### src/rtl/oscr_pkg.sv
// Purpose: constants and types of the oscillator switch block
// Assumes: apb4 slave, 32-bit data, one clock at 20 mhz
// Notes: offsets are byte addresses
package oscr_pkg;
    // register byte offsets
    localparam logic [11:0] OSC_CTRL_OFS = 12'h000;
    localparam logic [11:0] REFCLK_CTRL_OFS = 12'h004;
    // unlock keys
    localparam logic [7:0] KEY_HI_1 = 8'h78;
    localparam logic [7:0] KEY_HI_2 = 8'h9a;
    localparam logic [7:0] KEY_LO_1 = 8'h46;
    localparam logic [7:0] KEY_LO_2 = 8'h57;
    // byte strobes of a single byte write
    localparam logic [3:0] STRB_HI = 4'h2;
    localparam logic [3:0] STRB_LO = 4'h1;
    // oscillator control fields
    localparam int SWEN_BIT = 0;
    localparam int LOCK_BIT = 5;
    localparam int NOSC_LSB = 8;
    localparam int COSC_LSB = 12;
    localparam int SRC_W = 3;
    // reference clock control fields
    localparam int REF_EN_BIT = 15;
    localparam int REF_SLP_BIT = 13;
    localparam int REF_SEL_BIT = 12;
    localparam int REF_DIV_LSB = 8;
    localparam int REF_DIV_W = 4;
    localparam int DIV_CNT_W = 15;
    // oscillator source codes
    localparam logic [2:0] SRC_FRC = 3'h0;
    localparam logic [2:0] SRC_FRC_PLL = 3'h1;
    localparam logic [2:0] SRC_PRI = 3'h2;
    localparam logic [2:0] SRC_PRI_PLL = 3'h3;
    localparam logic [2:0] SRC_RESET = 3'h0;
    // primary oscillator configuration
    localparam logic [1:0] PM_EC = 2'h0;
    localparam logic [1:0] PM_XT = 2'h1;
    localparam logic [1:0] PM_HS = 2'h2;
    localparam logic [1:0] PM_OFF = 2'h3;
    // unlock sequence states
    typedef enum logic [2:0] {
        LK_IDLE = 3'b001,
        LK_KEY1 = 3'b010,
        LK_OPEN = 3'b100
    } oscr_lock_e;
    // true when a source code runs through the pll
    function automatic logic uses_pll(input logic [2:0] src);
        uses_pll = (src == SRC_FRC_PLL) || (src == SRC_PRI_PLL);
    endfunction : uses_pll
    // true when a source code runs on the primary pins
    function automatic logic uses_pri(input logic [2:0] src);
        uses_pri = (src == SRC_PRI) || (src == SRC_PRI_PLL);
    endfunction : uses_pri
endpackage : oscr_pkg

### src/rtl/oscr_div_if.sv
// Purpose: link between control logic and reference divider
// Assumes: same clock on both sides
// Notes: tick marks one source edge
`timescale 1ns/1ns
interface oscr_div_if;
    logic tick; // one source edge this cycle
    logic run; // divider may run
    logic [3:0] code; // divide select
    logic refclk; // divided clock, from a flop
    modport ctrl(output tick, output run, output code, input refclk);
    modport div(input tick, input run, input code, output refclk);
endinterface : oscr_div_if

### src/rtl/oscr_refdiv.sv
// Purpose: reference clock divider
// Assumes: tick is one cycle wide per source edge
// Notes: half period is 2**code ticks
`timescale 1ns/1ns
module oscr_refdiv (
    input wire logic clock,
    input wire logic resetn,
    oscr_div_if.div d
);
    logic [oscr_pkg::DIV_CNT_W-1:0] cnt_q; // ticks in this half
    logic out_q; // divided output

    // last count of a half period for a code
    function automatic logic [oscr_pkg::DIV_CNT_W-1:0] lim(
        input logic [3:0] code);
        logic [oscr_pkg::DIV_CNT_W:0] one;
        one = 16'h0001;
        lim = oscr_pkg::DIV_CNT_W'((one << code) - 16'h0001);
    endfunction : lim

    // count ticks and toggle at the end of each half period
    always_ff @(posedge clock or negedge resetn) begin
        if (!resetn) begin
            cnt_q <= '0;
            out_q <= 1'b0;
        end else if (!d.run) begin // stopped: park low
            cnt_q <= '0;
            out_q <= 1'b0;
        end else if (d.tick) begin
            if (cnt_q >= lim(d.code)) begin
                cnt_q <= '0;
                out_q <= ~out_q;
            end else begin
                cnt_q <= cnt_q + 15'h0001;
            end
        end
    end

    assign d.refclk = out_q;

    chk_div_parked: assert property (@(posedge clock)
        disable iff (!resetn) !d.run |=> !out_q)
        else $error("reference clock not parked when stopped");
    chk_div_tick: assert property (@(posedge clock)
        disable iff (!resetn) d.run && !d.tick |=> $stable(out_q))
        else $error("reference clock moved without a tick");
    chk_div_code0: assert property (@(posedge clock)
        disable iff (!resetn)
        d.run && d.tick && d.code == 4'h0 && cnt_q == 15'h0
        |=> out_q != $past(out_q))
        else $error("divide code 0 did not toggle each tick");
endmodule : oscr_refdiv

### src/rtl/oscr_top.sv
// Purpose: oscillator switch unlock and reference clock out
// Assumes: apb4 master, pins and analog flags asynchronous
// Notes: each oscillator control write counts as one instruction
//
// The placing of the registers and register access over APB were chosen for this implementation.
`timescale 1ns/1ns
module oscr_top (
    input wire logic clock,
    input wire logic resetn,
    input wire logic psel,
    input wire logic penable,
    input wire logic pwrite,
    input wire logic [11:0] paddr,
    input wire logic [31:0] pwdata,
    input wire logic [3:0] pstrb,
    output logic [31:0] prdata,
    output logic pready,
    output logic pslverr,
    input wire logic [7:0] src_ready,
    input wire logic pll_lock,
    input wire logic xtal_in_pin,
    input wire logic [1:0] prim_mode,
    input wire logic sleep_mode,
    output logic [2:0] cur_source,
    output logic clock_out_pin,
    output logic clock_out_oe,
    output logic refclk_pin,
    output logic refclk_pin_oe,
    output logic primary_powerdown
);
    // apb handshake state
    logic pready_q; // second access cycle
    logic pslverr_q; // unmapped address
    logic [31:0] prdata_q; // read data
    logic apb_acc; // access phase
    logic apb_wr; // write takes effect now
    logic mapped; // address hits a register
    // oscillator control state
    oscr_pkg::oscr_lock_e hi_st_q; // high byte unlock
    oscr_pkg::oscr_lock_e lo_st_q; // low byte unlock
    logic [2:0] new_src_q; // requested source
    logic [2:0] cur_src_q; // running source
    logic swen_q; // switch in progress
    // reference clock control state
    logic ref_en_q; // output enable
    logic ref_slp_q; // keep running in sleep
    logic ref_sel_q; // 1 primary pins, 0 system
    logic [3:0] ref_div_q; // divide select
    // synchronisers
    logic [7:0] rdy_m_q, rdy_s_q; // source ready
    logic lock_m_q, lock_s_q; // pll lock
    logic xtal_m_q, xtal_s_q, xtal_d_q; // primary pin
    // pin drivers
    logic clock_out_pin_q, clock_out_pin_oe_q, ref_oe_q, pd_q;
    // decode
    logic wr_osc, hi_only, lo_only, hi_take, lo_take;
    logic target_ok, clock_out_pin_ok, keep_sleep;

    oscr_div_if div_bus ();

    // next unlock state for one byte of the control word
    function automatic oscr_pkg::oscr_lock_e lock_next(
        input oscr_pkg::oscr_lock_e st,
        input logic mine,
        input logic [7:0] data,
        input logic [7:0] k1,
        input logic [7:0] k2);
        lock_next = oscr_pkg::LK_IDLE;
        if (mine) begin
            case (st)
                oscr_pkg::LK_IDLE: begin
                    if (data == k1) begin
                        lock_next = oscr_pkg::LK_KEY1;
                    end
                end
                oscr_pkg::LK_KEY1: begin
                    if (data == k2) begin
                        lock_next = oscr_pkg::LK_OPEN;
                    end
                end
                default: begin // open is used once
                    lock_next = oscr_pkg::LK_IDLE;
                end
            endcase
        end
    endfunction : lock_next

    // bus decode: writes land on the edge that sees pready
    assign apb_acc = psel && penable;
    assign apb_wr = apb_acc && pready_q && pwrite;
    assign mapped = (paddr == oscr_pkg::OSC_CTRL_OFS) ||
                    (paddr == oscr_pkg::REFCLK_CTRL_OFS);
    assign wr_osc = apb_wr && (paddr == oscr_pkg::OSC_CTRL_OFS);
    assign hi_only = (pstrb == oscr_pkg::STRB_HI);
    assign lo_only = (pstrb == oscr_pkg::STRB_LO);
    // protected writes right after a completed key pair
    assign hi_take = wr_osc && hi_only &&
                     (hi_st_q == oscr_pkg::LK_OPEN);
    assign lo_take = wr_osc && lo_only &&
                     (lo_st_q == oscr_pkg::LK_OPEN);

    // pready one cycle late so it comes from a flop
    always_ff @(posedge clock or negedge resetn) begin
        if (!resetn) begin
            pready_q <= 1'b0;
            pslverr_q <= 1'b0;
        end else begin
            pready_q <= apb_acc && !pready_q;
            pslverr_q <= apb_acc && !pready_q && !mapped;
        end
    end

    // read mux, captured with pready
    always_ff @(posedge clock or negedge resetn) begin
        if (!resetn) begin
            prdata_q <= 32'h0000_0000;
        end else if (apb_acc && !pready_q) begin
            prdata_q <= 32'h0000_0000; // unmapped and spare bits
            if (!pwrite && paddr == oscr_pkg::OSC_CTRL_OFS) begin
                prdata_q[oscr_pkg::SWEN_BIT] <= swen_q;
                prdata_q[oscr_pkg::LOCK_BIT] <= lock_s_q;
                prdata_q[oscr_pkg::NOSC_LSB +: 3] <= new_src_q;
                prdata_q[oscr_pkg::COSC_LSB +: 3] <= cur_src_q;
            end else if (!pwrite &&
                         paddr == oscr_pkg::REFCLK_CTRL_OFS) begin
                prdata_q[oscr_pkg::REF_EN_BIT] <= ref_en_q;
                prdata_q[oscr_pkg::REF_SLP_BIT] <= ref_slp_q;
                prdata_q[oscr_pkg::REF_SEL_BIT] <= ref_sel_q;
                prdata_q[oscr_pkg::REF_DIV_LSB +: 4] <= ref_div_q;
            end
        end
    end

    // high byte unlock; any other control write resets it
    always_ff @(posedge clock or negedge resetn) begin
        if (!resetn) begin
            hi_st_q <= oscr_pkg::LK_IDLE;
        end else if (wr_osc) begin
            hi_st_q <= lock_next(hi_st_q, hi_only, pwdata[15:8],
                                 oscr_pkg::KEY_HI_1,
                                 oscr_pkg::KEY_HI_2);
        end
    end

    // low byte unlock; any other control write resets it
    always_ff @(posedge clock or negedge resetn) begin
        if (!resetn) begin
            lo_st_q <= oscr_pkg::LK_IDLE;
        end else if (wr_osc) begin
            lo_st_q <= lock_next(lo_st_q, lo_only, pwdata[7:0],
                                 oscr_pkg::KEY_LO_1,
                                 oscr_pkg::KEY_LO_2);
        end
    end

    // new source only from the write after the high keys
    always_ff @(posedge clock or negedge resetn) begin
        if (!resetn) begin
            new_src_q <= oscr_pkg::SRC_RESET;
        end else if (hi_take) begin
            new_src_q <= pwdata[oscr_pkg::NOSC_LSB +: 3];
        end
    end

    // target is up when its ready flag, and pll lock if used
    assign target_ok = rdy_s_q[new_src_q] &&
        (!oscr_pkg::uses_pll(new_src_q) || lock_s_q);

    // switch enable: software write wins over hardware clear
    always_ff @(posedge clock or negedge resetn) begin
        if (!resetn) begin
            swen_q <= 1'b0;
        end else if (lo_take) begin
            swen_q <= pwdata[oscr_pkg::SWEN_BIT];
        end else if (swen_q && target_ok) begin
            swen_q <= 1'b0;
        end
    end

    // running source follows a completed switch
    always_ff @(posedge clock or negedge resetn) begin
        if (!resetn) begin
            cur_src_q <= oscr_pkg::SRC_RESET;
        end else if (swen_q && target_ok) begin
            cur_src_q <= new_src_q;
        end
    end

    // reference control register, high byte lane only
    always_ff @(posedge clock or negedge resetn) begin
        if (!resetn) begin
            ref_en_q <= 1'b0;
            ref_slp_q <= 1'b0;
            ref_sel_q <= 1'b0;
            ref_div_q <= 4'h0;
        end else if (apb_wr && pstrb[1] &&
                     paddr == oscr_pkg::REFCLK_CTRL_OFS) begin
            ref_en_q <= pwdata[oscr_pkg::REF_EN_BIT];
            ref_slp_q <= pwdata[oscr_pkg::REF_SLP_BIT];
            ref_sel_q <= pwdata[oscr_pkg::REF_SEL_BIT];
            ref_div_q <= pwdata[oscr_pkg::REF_DIV_LSB +: 4];
        end
    end

    // two-flop synchronisers for asynchronous inputs
    always_ff @(posedge clock or negedge resetn) begin
        if (!resetn) begin
            rdy_m_q <= 8'h00;
            rdy_s_q <= 8'h00;
            lock_m_q <= 1'b0;
            lock_s_q <= 1'b0;
            xtal_m_q <= 1'b0;
            xtal_s_q <= 1'b0;
            xtal_d_q <= 1'b0;
        end else begin
            rdy_m_q <= src_ready;
            rdy_s_q <= rdy_m_q;
            lock_m_q <= pll_lock;
            lock_s_q <= lock_m_q;
            xtal_m_q <= xtal_in_pin;
            xtal_s_q <= xtal_m_q;
            xtal_d_q <= xtal_s_q;
        end
    end

    // clock out only where the crystal does not own the pins
    assign clock_out_pin_ok = !(oscr_pkg::uses_pri(cur_src_q) &&
        (prim_mode == oscr_pkg::PM_XT ||
         prim_mode == oscr_pkg::PM_HS));
    // sleep keeps the output only with both bits and primary on
    assign keep_sleep = ref_slp_q && ref_sel_q &&
                        (prim_mode != oscr_pkg::PM_OFF);

    // fosc/2 toggle and pin drivers
    always_ff @(posedge clock or negedge resetn) begin
        if (!resetn) begin
            clock_out_pin_q <= 1'b0;
            clock_out_pin_oe_q <= 1'b0;
            ref_oe_q <= 1'b0;
            pd_q <= 1'b0;
        end else begin
            clock_out_pin_q <= clock_out_pin_ok ? ~clock_out_pin_q : 1'b0;
            clock_out_pin_oe_q <= clock_out_pin_ok;
            ref_oe_q <= ref_en_q;
            pd_q <= sleep_mode && !keep_sleep;
        end
    end

    // divider source: primary pin edges or every system cycle
    assign div_bus.tick = ref_sel_q ? (xtal_s_q && !xtal_d_q)
                                    : 1'b1;
    assign div_bus.run = ref_en_q &&
        (!sleep_mode || keep_sleep);
    assign div_bus.code = ref_div_q;

    oscr_refdiv u_refdiv (
        .clock(clock),
        .resetn(resetn),
        .d(div_bus.div)
    );

    assign prdata = prdata_q;
    assign pready = pready_q;
    assign pslverr = pslverr_q;
    assign cur_source = cur_src_q;
    assign clock_out_pin = clock_out_pin_q;
    assign clock_out_oe = clock_out_pin_oe_q;
    assign refclk_pin = div_bus.refclk;
    assign refclk_pin_oe = ref_oe_q;
    assign primary_powerdown = pd_q;

    chk_hi_open_path: assert property (@(posedge clock)
        disable iff (!resetn) $rose(hi_st_q == oscr_pkg::LK_OPEN)
        |-> $past(hi_st_q) == oscr_pkg::LK_KEY1 &&
            $past(pwdata[15:8]) == oscr_pkg::KEY_HI_2)
        else $error("high byte opened without second key");
    chk_nosc_guard: assert property (@(posedge clock)
        disable iff (!resetn) $changed(new_src_q)
        |-> $past(hi_st_q) == oscr_pkg::LK_OPEN && $past(wr_osc))
        else $error("new source changed outside unlock window");
    chk_lo_open_path: assert property (@(posedge clock)
        disable iff (!resetn) $rose(lo_st_q == oscr_pkg::LK_OPEN)
        |-> $past(lo_st_q) == oscr_pkg::LK_KEY1 &&
            $past(pwdata[7:0]) == oscr_pkg::KEY_LO_2)
        else $error("low byte opened without second key");
    chk_swen_start: assert property (@(posedge clock)
        disable iff (!resetn) $rose(swen_q)
        |-> $past(lo_st_q) == oscr_pkg::LK_OPEN)
        else $error("switch started without low unlock");
    chk_swen_done: assert property (@(posedge clock)
        disable iff (!resetn) swen_q && target_ok && !lo_take
        |=> !swen_q && cur_src_q == $past(new_src_q))
        else $error("switch did not complete and clear");
    chk_stray_abort: assert property (@(posedge clock)
        disable iff (!resetn) wr_osc && !hi_only
        |=> hi_st_q == oscr_pkg::LK_IDLE)
        else $error("stray control write left unlock armed");
    chk_clock_out_pin_rate: assert property (@(posedge clock)
        disable iff (!resetn) clock_out_pin_ok [*3]
        |-> clock_out_pin_q != $past(clock_out_pin_q) && clock_out_pin_oe_q)
        else $error("clock out is not half the clock");
    chk_sleep_pd: assert property (@(posedge clock)
        disable iff (!resetn) sleep_mode && !keep_sleep
        |=> pd_q && !refclk_pin)
        else $error("sleep did not stop primary and output");
endmodule : oscr_top
### config.mk
export PLATFORM = sky130hd
export DESIGN_NAME = oscr_top
export DESIGN_NICKNAME = d
export VERILOG_FILES = /design/src/rtl/oscr_pkg.sv /design/src/rtl/oscr_div_if.sv /design/src/rtl/oscr_refdiv.sv /design/src/rtl/oscr_top.sv
export SDC_FILE = /design/constraint.sdc
export NUM_CORES = 1
export LEC_CHECK = 0
export BUFFER_PORTS_ARGS = -buffer_cell sky130_fd_sc_hd__buf_2
export CAP_MARGIN = 30
export CORE_AREA = 2 2 92 94
export DETAILED_ROUTE_END_ITERATION = 12
export DIE_AREA = 0 0 94 96
export GPL_TIMING_DRIVEN = 0
export PLACE_DENSITY_LB_ADDON = 0.08
export SLEW_MARGIN = 20
export SYNTH_ARGS = -nofsm -noshare
export SYNTH_HDL_FRONTEND = slang
export SYNTH_HIERARCHICAL = 1
export SYNTH_SLANG_ARGS = --single-unit
### constraint.sdc
create_clock -name clock -period 3.56 [get_ports clock]
set_clock_uncertainty 0.05 [all_clocks]
set_input_delay 0.178 -clock clock [delete_from_list [all_inputs] [get_ports clock]]
set_output_delay 0.178 -clock clock [all_outputs]
set_load 0.01 [all_outputs]
==> key figures <==
Outcome
  – Outcome: finished clean

Placed design
  – RD Place Congestion: between 0.8 and 0.9
  – Post-DP Area: 0.004453 mm²
  – Placed insts: around 530
  – Hpwl dp: 5783 µm
  – Port bufs: 68
  – Pre-CTS WS: -24.46 ps

Yosys
  – Yosys cell types: 63
  – #FFs+latches synth: 73
  – EDFF count, synth: 0
  – Synth Cell Area: roughly 0.0039 mm²
  – Synth Warn #: 6
  – Seq/Total Area, Yosys: 47.15%
  – Cells after synthesis: between 300 and 400
  – Synth area leaders: dfrtp_1 (46%), ha_1 (5.8%), buf_4 (4.5%)
  – Main synth FF type: dfrtp_1
  – Post-synth top area share: between 40% and 50%
  – Syn avg cell area: between 10 and 15 µm²
  – Synth async-reset ratio: 100.0%
  – Synth area leader: dfrtp_1

Clock tree
  – CTS max path bufs: 2
  – Worst skew pair latency: 340 ps
  – CTS sink cnt: 73
  – Clock root buffer: clkbuf_8
  – CTS tree: done
  – Clk slew on worst S/H paths: 80 ps
  – CTS H-tree depth: 3
  – Cts bufs inserted: 9

Min path
  – Hold Crit Class: input port to flop
  – Hold-critical path endpoint: primary_powerdown
  – WHS Path Cells: 2
  – Hold path start: sleep_mode

Layout
  – Fin area: 0.004782 mm²
  – Area taken by multi-input logic gates: 0.001896 mm²
  – Final core utilization: 59.39%
  – Filler-free cell count of the finished design: 560
  – Ant. Diodes: 0
  – Synthesis-to-finish area growth: 23.25%
  – Fillcell total: 702
  – Final nets: 534
  – Layout cell share with drive strength beyond 1: 36.92%
  – Total area of sequential cells: around 0.0018 mm²

Setup path
  – WS Path Type: flop to flop
  – RR Endpoint: u_refdiv/d.refclk
  – R2R setup slack: 180 ps
  – Worst Setup End Kind: flop
  – R2R cell count: 12
  – CP arrival: 3550 ps
  – FF-to-FF Start: div_bus.code[0]
  – Crit path launch type: flop
  – Required @ worst endpoint: 3740 ps
  – Largest fanout on the critical path: 9

Drt
  – Drt pass-1 iters: 4
  – Routed WL: slightly below 8000 µm
  – Initial DRC Count: 98
  – Detail Route Antenna Nets: 0
  – # DRC: 0
  – Drt wl/cell: 13.82 µm
  – Via count: 2884
  – Vias per cell: 5.150

Die
  – Core Region: 0.008051 mm²
  – Initial Utilization: 48.19%
  – Row cnt: 33
  – IO Pins: 108
  – Die area: ~0.009 mm²
  – Die Width: 94 µm
  – Die height: 96 µm

Timing
  – Max-slew headroom: 59.84%
  – Final setup fails: 0
  – Fin worst setup slack: 182.5 ps
  – Slew Viols, Final: 0
  – Fin crit period: 3377 ps
  – Endpoints failing hold: 0
  – Worst slew pin tran: 594.0 ps
  – Fmax: ~300 MHz
  – Crit share post-route: 94.87%

GRT
  – Grt ovf: 0
  – Antenna violations before repair: 0
  – Total track usage: 18.31%
  – Vias in the first global route: between 2000 and 3000
  – Largest net degree at the start of global routing: between 40 and 50
  – Global-route wire length before repair: 12760 µm

Pwr
  – Total power: 0.001608 W
  – Peak VDD IR: 0.2699 mV
  – P_leak: approximately 2.2 nW
  – PD cells: 336.2 mW/mm²

Flow run
  – Max-cap check violation count: 0
[final cells by class]
class / count / share of cell area (%)
sequential: 73 / 38.30
buffer: 28 / 4.160
clock inverter: 6 / 1.413
clock buffer: 10 / 2.669
multi-input combinational: 246 / 39.64
tap: 105 / 2.747
inverter: 9 / 0.7064
timing repair buffer: 83 / 10.36
[cells in the mapped netlist, types with 3 or more instances]
cell / count
nor2_1: 7
a21oi_1: 8
a211oi_1: 3
o21ai_1: 3
nand2b_1: 3
nand3b_1: 3
and3_1: 4
nor4_1: 4
nand4_2: 3
ha_1: 18
nand2_1: 19
dfrtp_1: 71
a221o_1: 5
xor2_1: 10
nor2_2: 11
a22o_1: 5
nor2b_1: 5
o21ai_0: 12
and2_1: 3
and2_0: 5
nand4_1: 7
nor4_4: 5
clkbuf_1: 5
nor4bb_1: 3
nor3_1: 7
inv_1: 9
buf_4: 23
nand3_1: 12
or2_2: 3
mux2_2: 15
[worst max path at each step]
stage,cells past startpoint,slack (ps),from,to
after CTS,12,10,div_bus.code[1],u_refdiv/d.refclk
after floorplan,12,330,div_bus.code[1],u_refdiv/d.refclk
after global routing,12,-10,div_bus.code[0],u_refdiv/d.refclk
after detailed placement,13,-20,div_bus.code[1],u_refdiv/cnt_q[7]
after global placement,12,-10,div_bus.code[1],u_refdiv/d.refclk
final,12,180,div_bus.code[0],u_refdiv/d.refclk
[critical path, cell delays in order, from the launching register on]
cell and delay (ps):
dfrtp_2 470, or2_2 340, or3_1 350, ha_2 250, nor3_1 240, a21o_1 110, a32oi_1 100, ha_1 310
nand4_1 160, a21oi_1 260, o31ai_4 140, and3_1 210, a211o_1 260
[per-layer routing]
layer / vias up / part of all wire (%) / global-route usage (%) / wire (µm)
met4: 0 / 1.2 / 6.039 / 91
met5: - / 0 / 0 / 0
met2: 95 / 45 / 27.56 / 3465
li1: 1418 / - / - / -
met3: 7 / 5.9 / 4.307 / 460
met1: 1364 / 48 / 26.22 / 3721
[per-stage QoR]
| stage | setup TNS (ps) | hold slack, ps |
|---|---|---|
| 5_1_grt | -22.15 | 20.75 |
| 2_1_floorplan | 0 | -167.6 |
| 6_report | 0 | 48.06 |
| 3_3_place_gp | -11.09 | 235.8 |
| 3_5_place_dp | -221.3 | 90.01 |
| 4_1_cts | 0 | 28.64 |
[repair_timing]
item / 4_1_cts / 5_1_grt
setup endpoints to repair: 11 / 16
pin swaps: 0 / 2
gates resized for setup: 1 / 2
hold buffers: 11 / 0
buffers inserted: 0 / 3
hold endpoints to repair: 40 / 0
[cells in the final DEF (no fill, tap or decap), types with 7 or more instances in the layout]
master,n
clkbuf_8,9
dfrtp_1,69
nor3_1,7
xor2_1,10
nand3_1,12
nand4_1,7
nand2_1,19
nor2_1,7
buf_2,67
conb_1,22
inv_1,9
nor2_2,11
dlygate4sd3_1,11
mux2_2,15
ha_1,17
a21oi_1,8
o21ai_0,12
buf_4,27
[state kept, by name (all words and copies together), names as in the netlist, 3 cells and up]
signal / flops
div_bus.code: 4
cur_source: 3
rdy_s_q: 8
rdy_m_q: 8
lo_st_q: 3
new_src_q: 3
hi_st_q: 3
prdata: 10
u_refdiv/cnt_q: 15
[power by group]
group          total [W]  switching (W)  internal [W]  leakage (nW)
Clock           0.000647       0.000321      0.000326        0.0929
Sequential      0.000846     0.00000401      0.000842         0.952
Combinational   0.000115      0.0000595     0.0000552          1.18
[cells by family (layout without fill, tap and decap cells)]
logic type                 count (synthesis)  count (layout)  share of synthesized area [%]
xor gates and xnor gates                  12              12                          2.709
and+or+nand+nor                          120             120                          21.35
buffers and inverters                     38             136                          6.095
adders and majority gates                 18              18                          5.805
other                                      1              22                        0.09665
muxes                                     19              19                          6.095
DFF                                       73              73                          47.15
AOI/OAI and AO/OA                         55              55                          10.71
No activity file was read; power rests on OpenSTA's default activity.
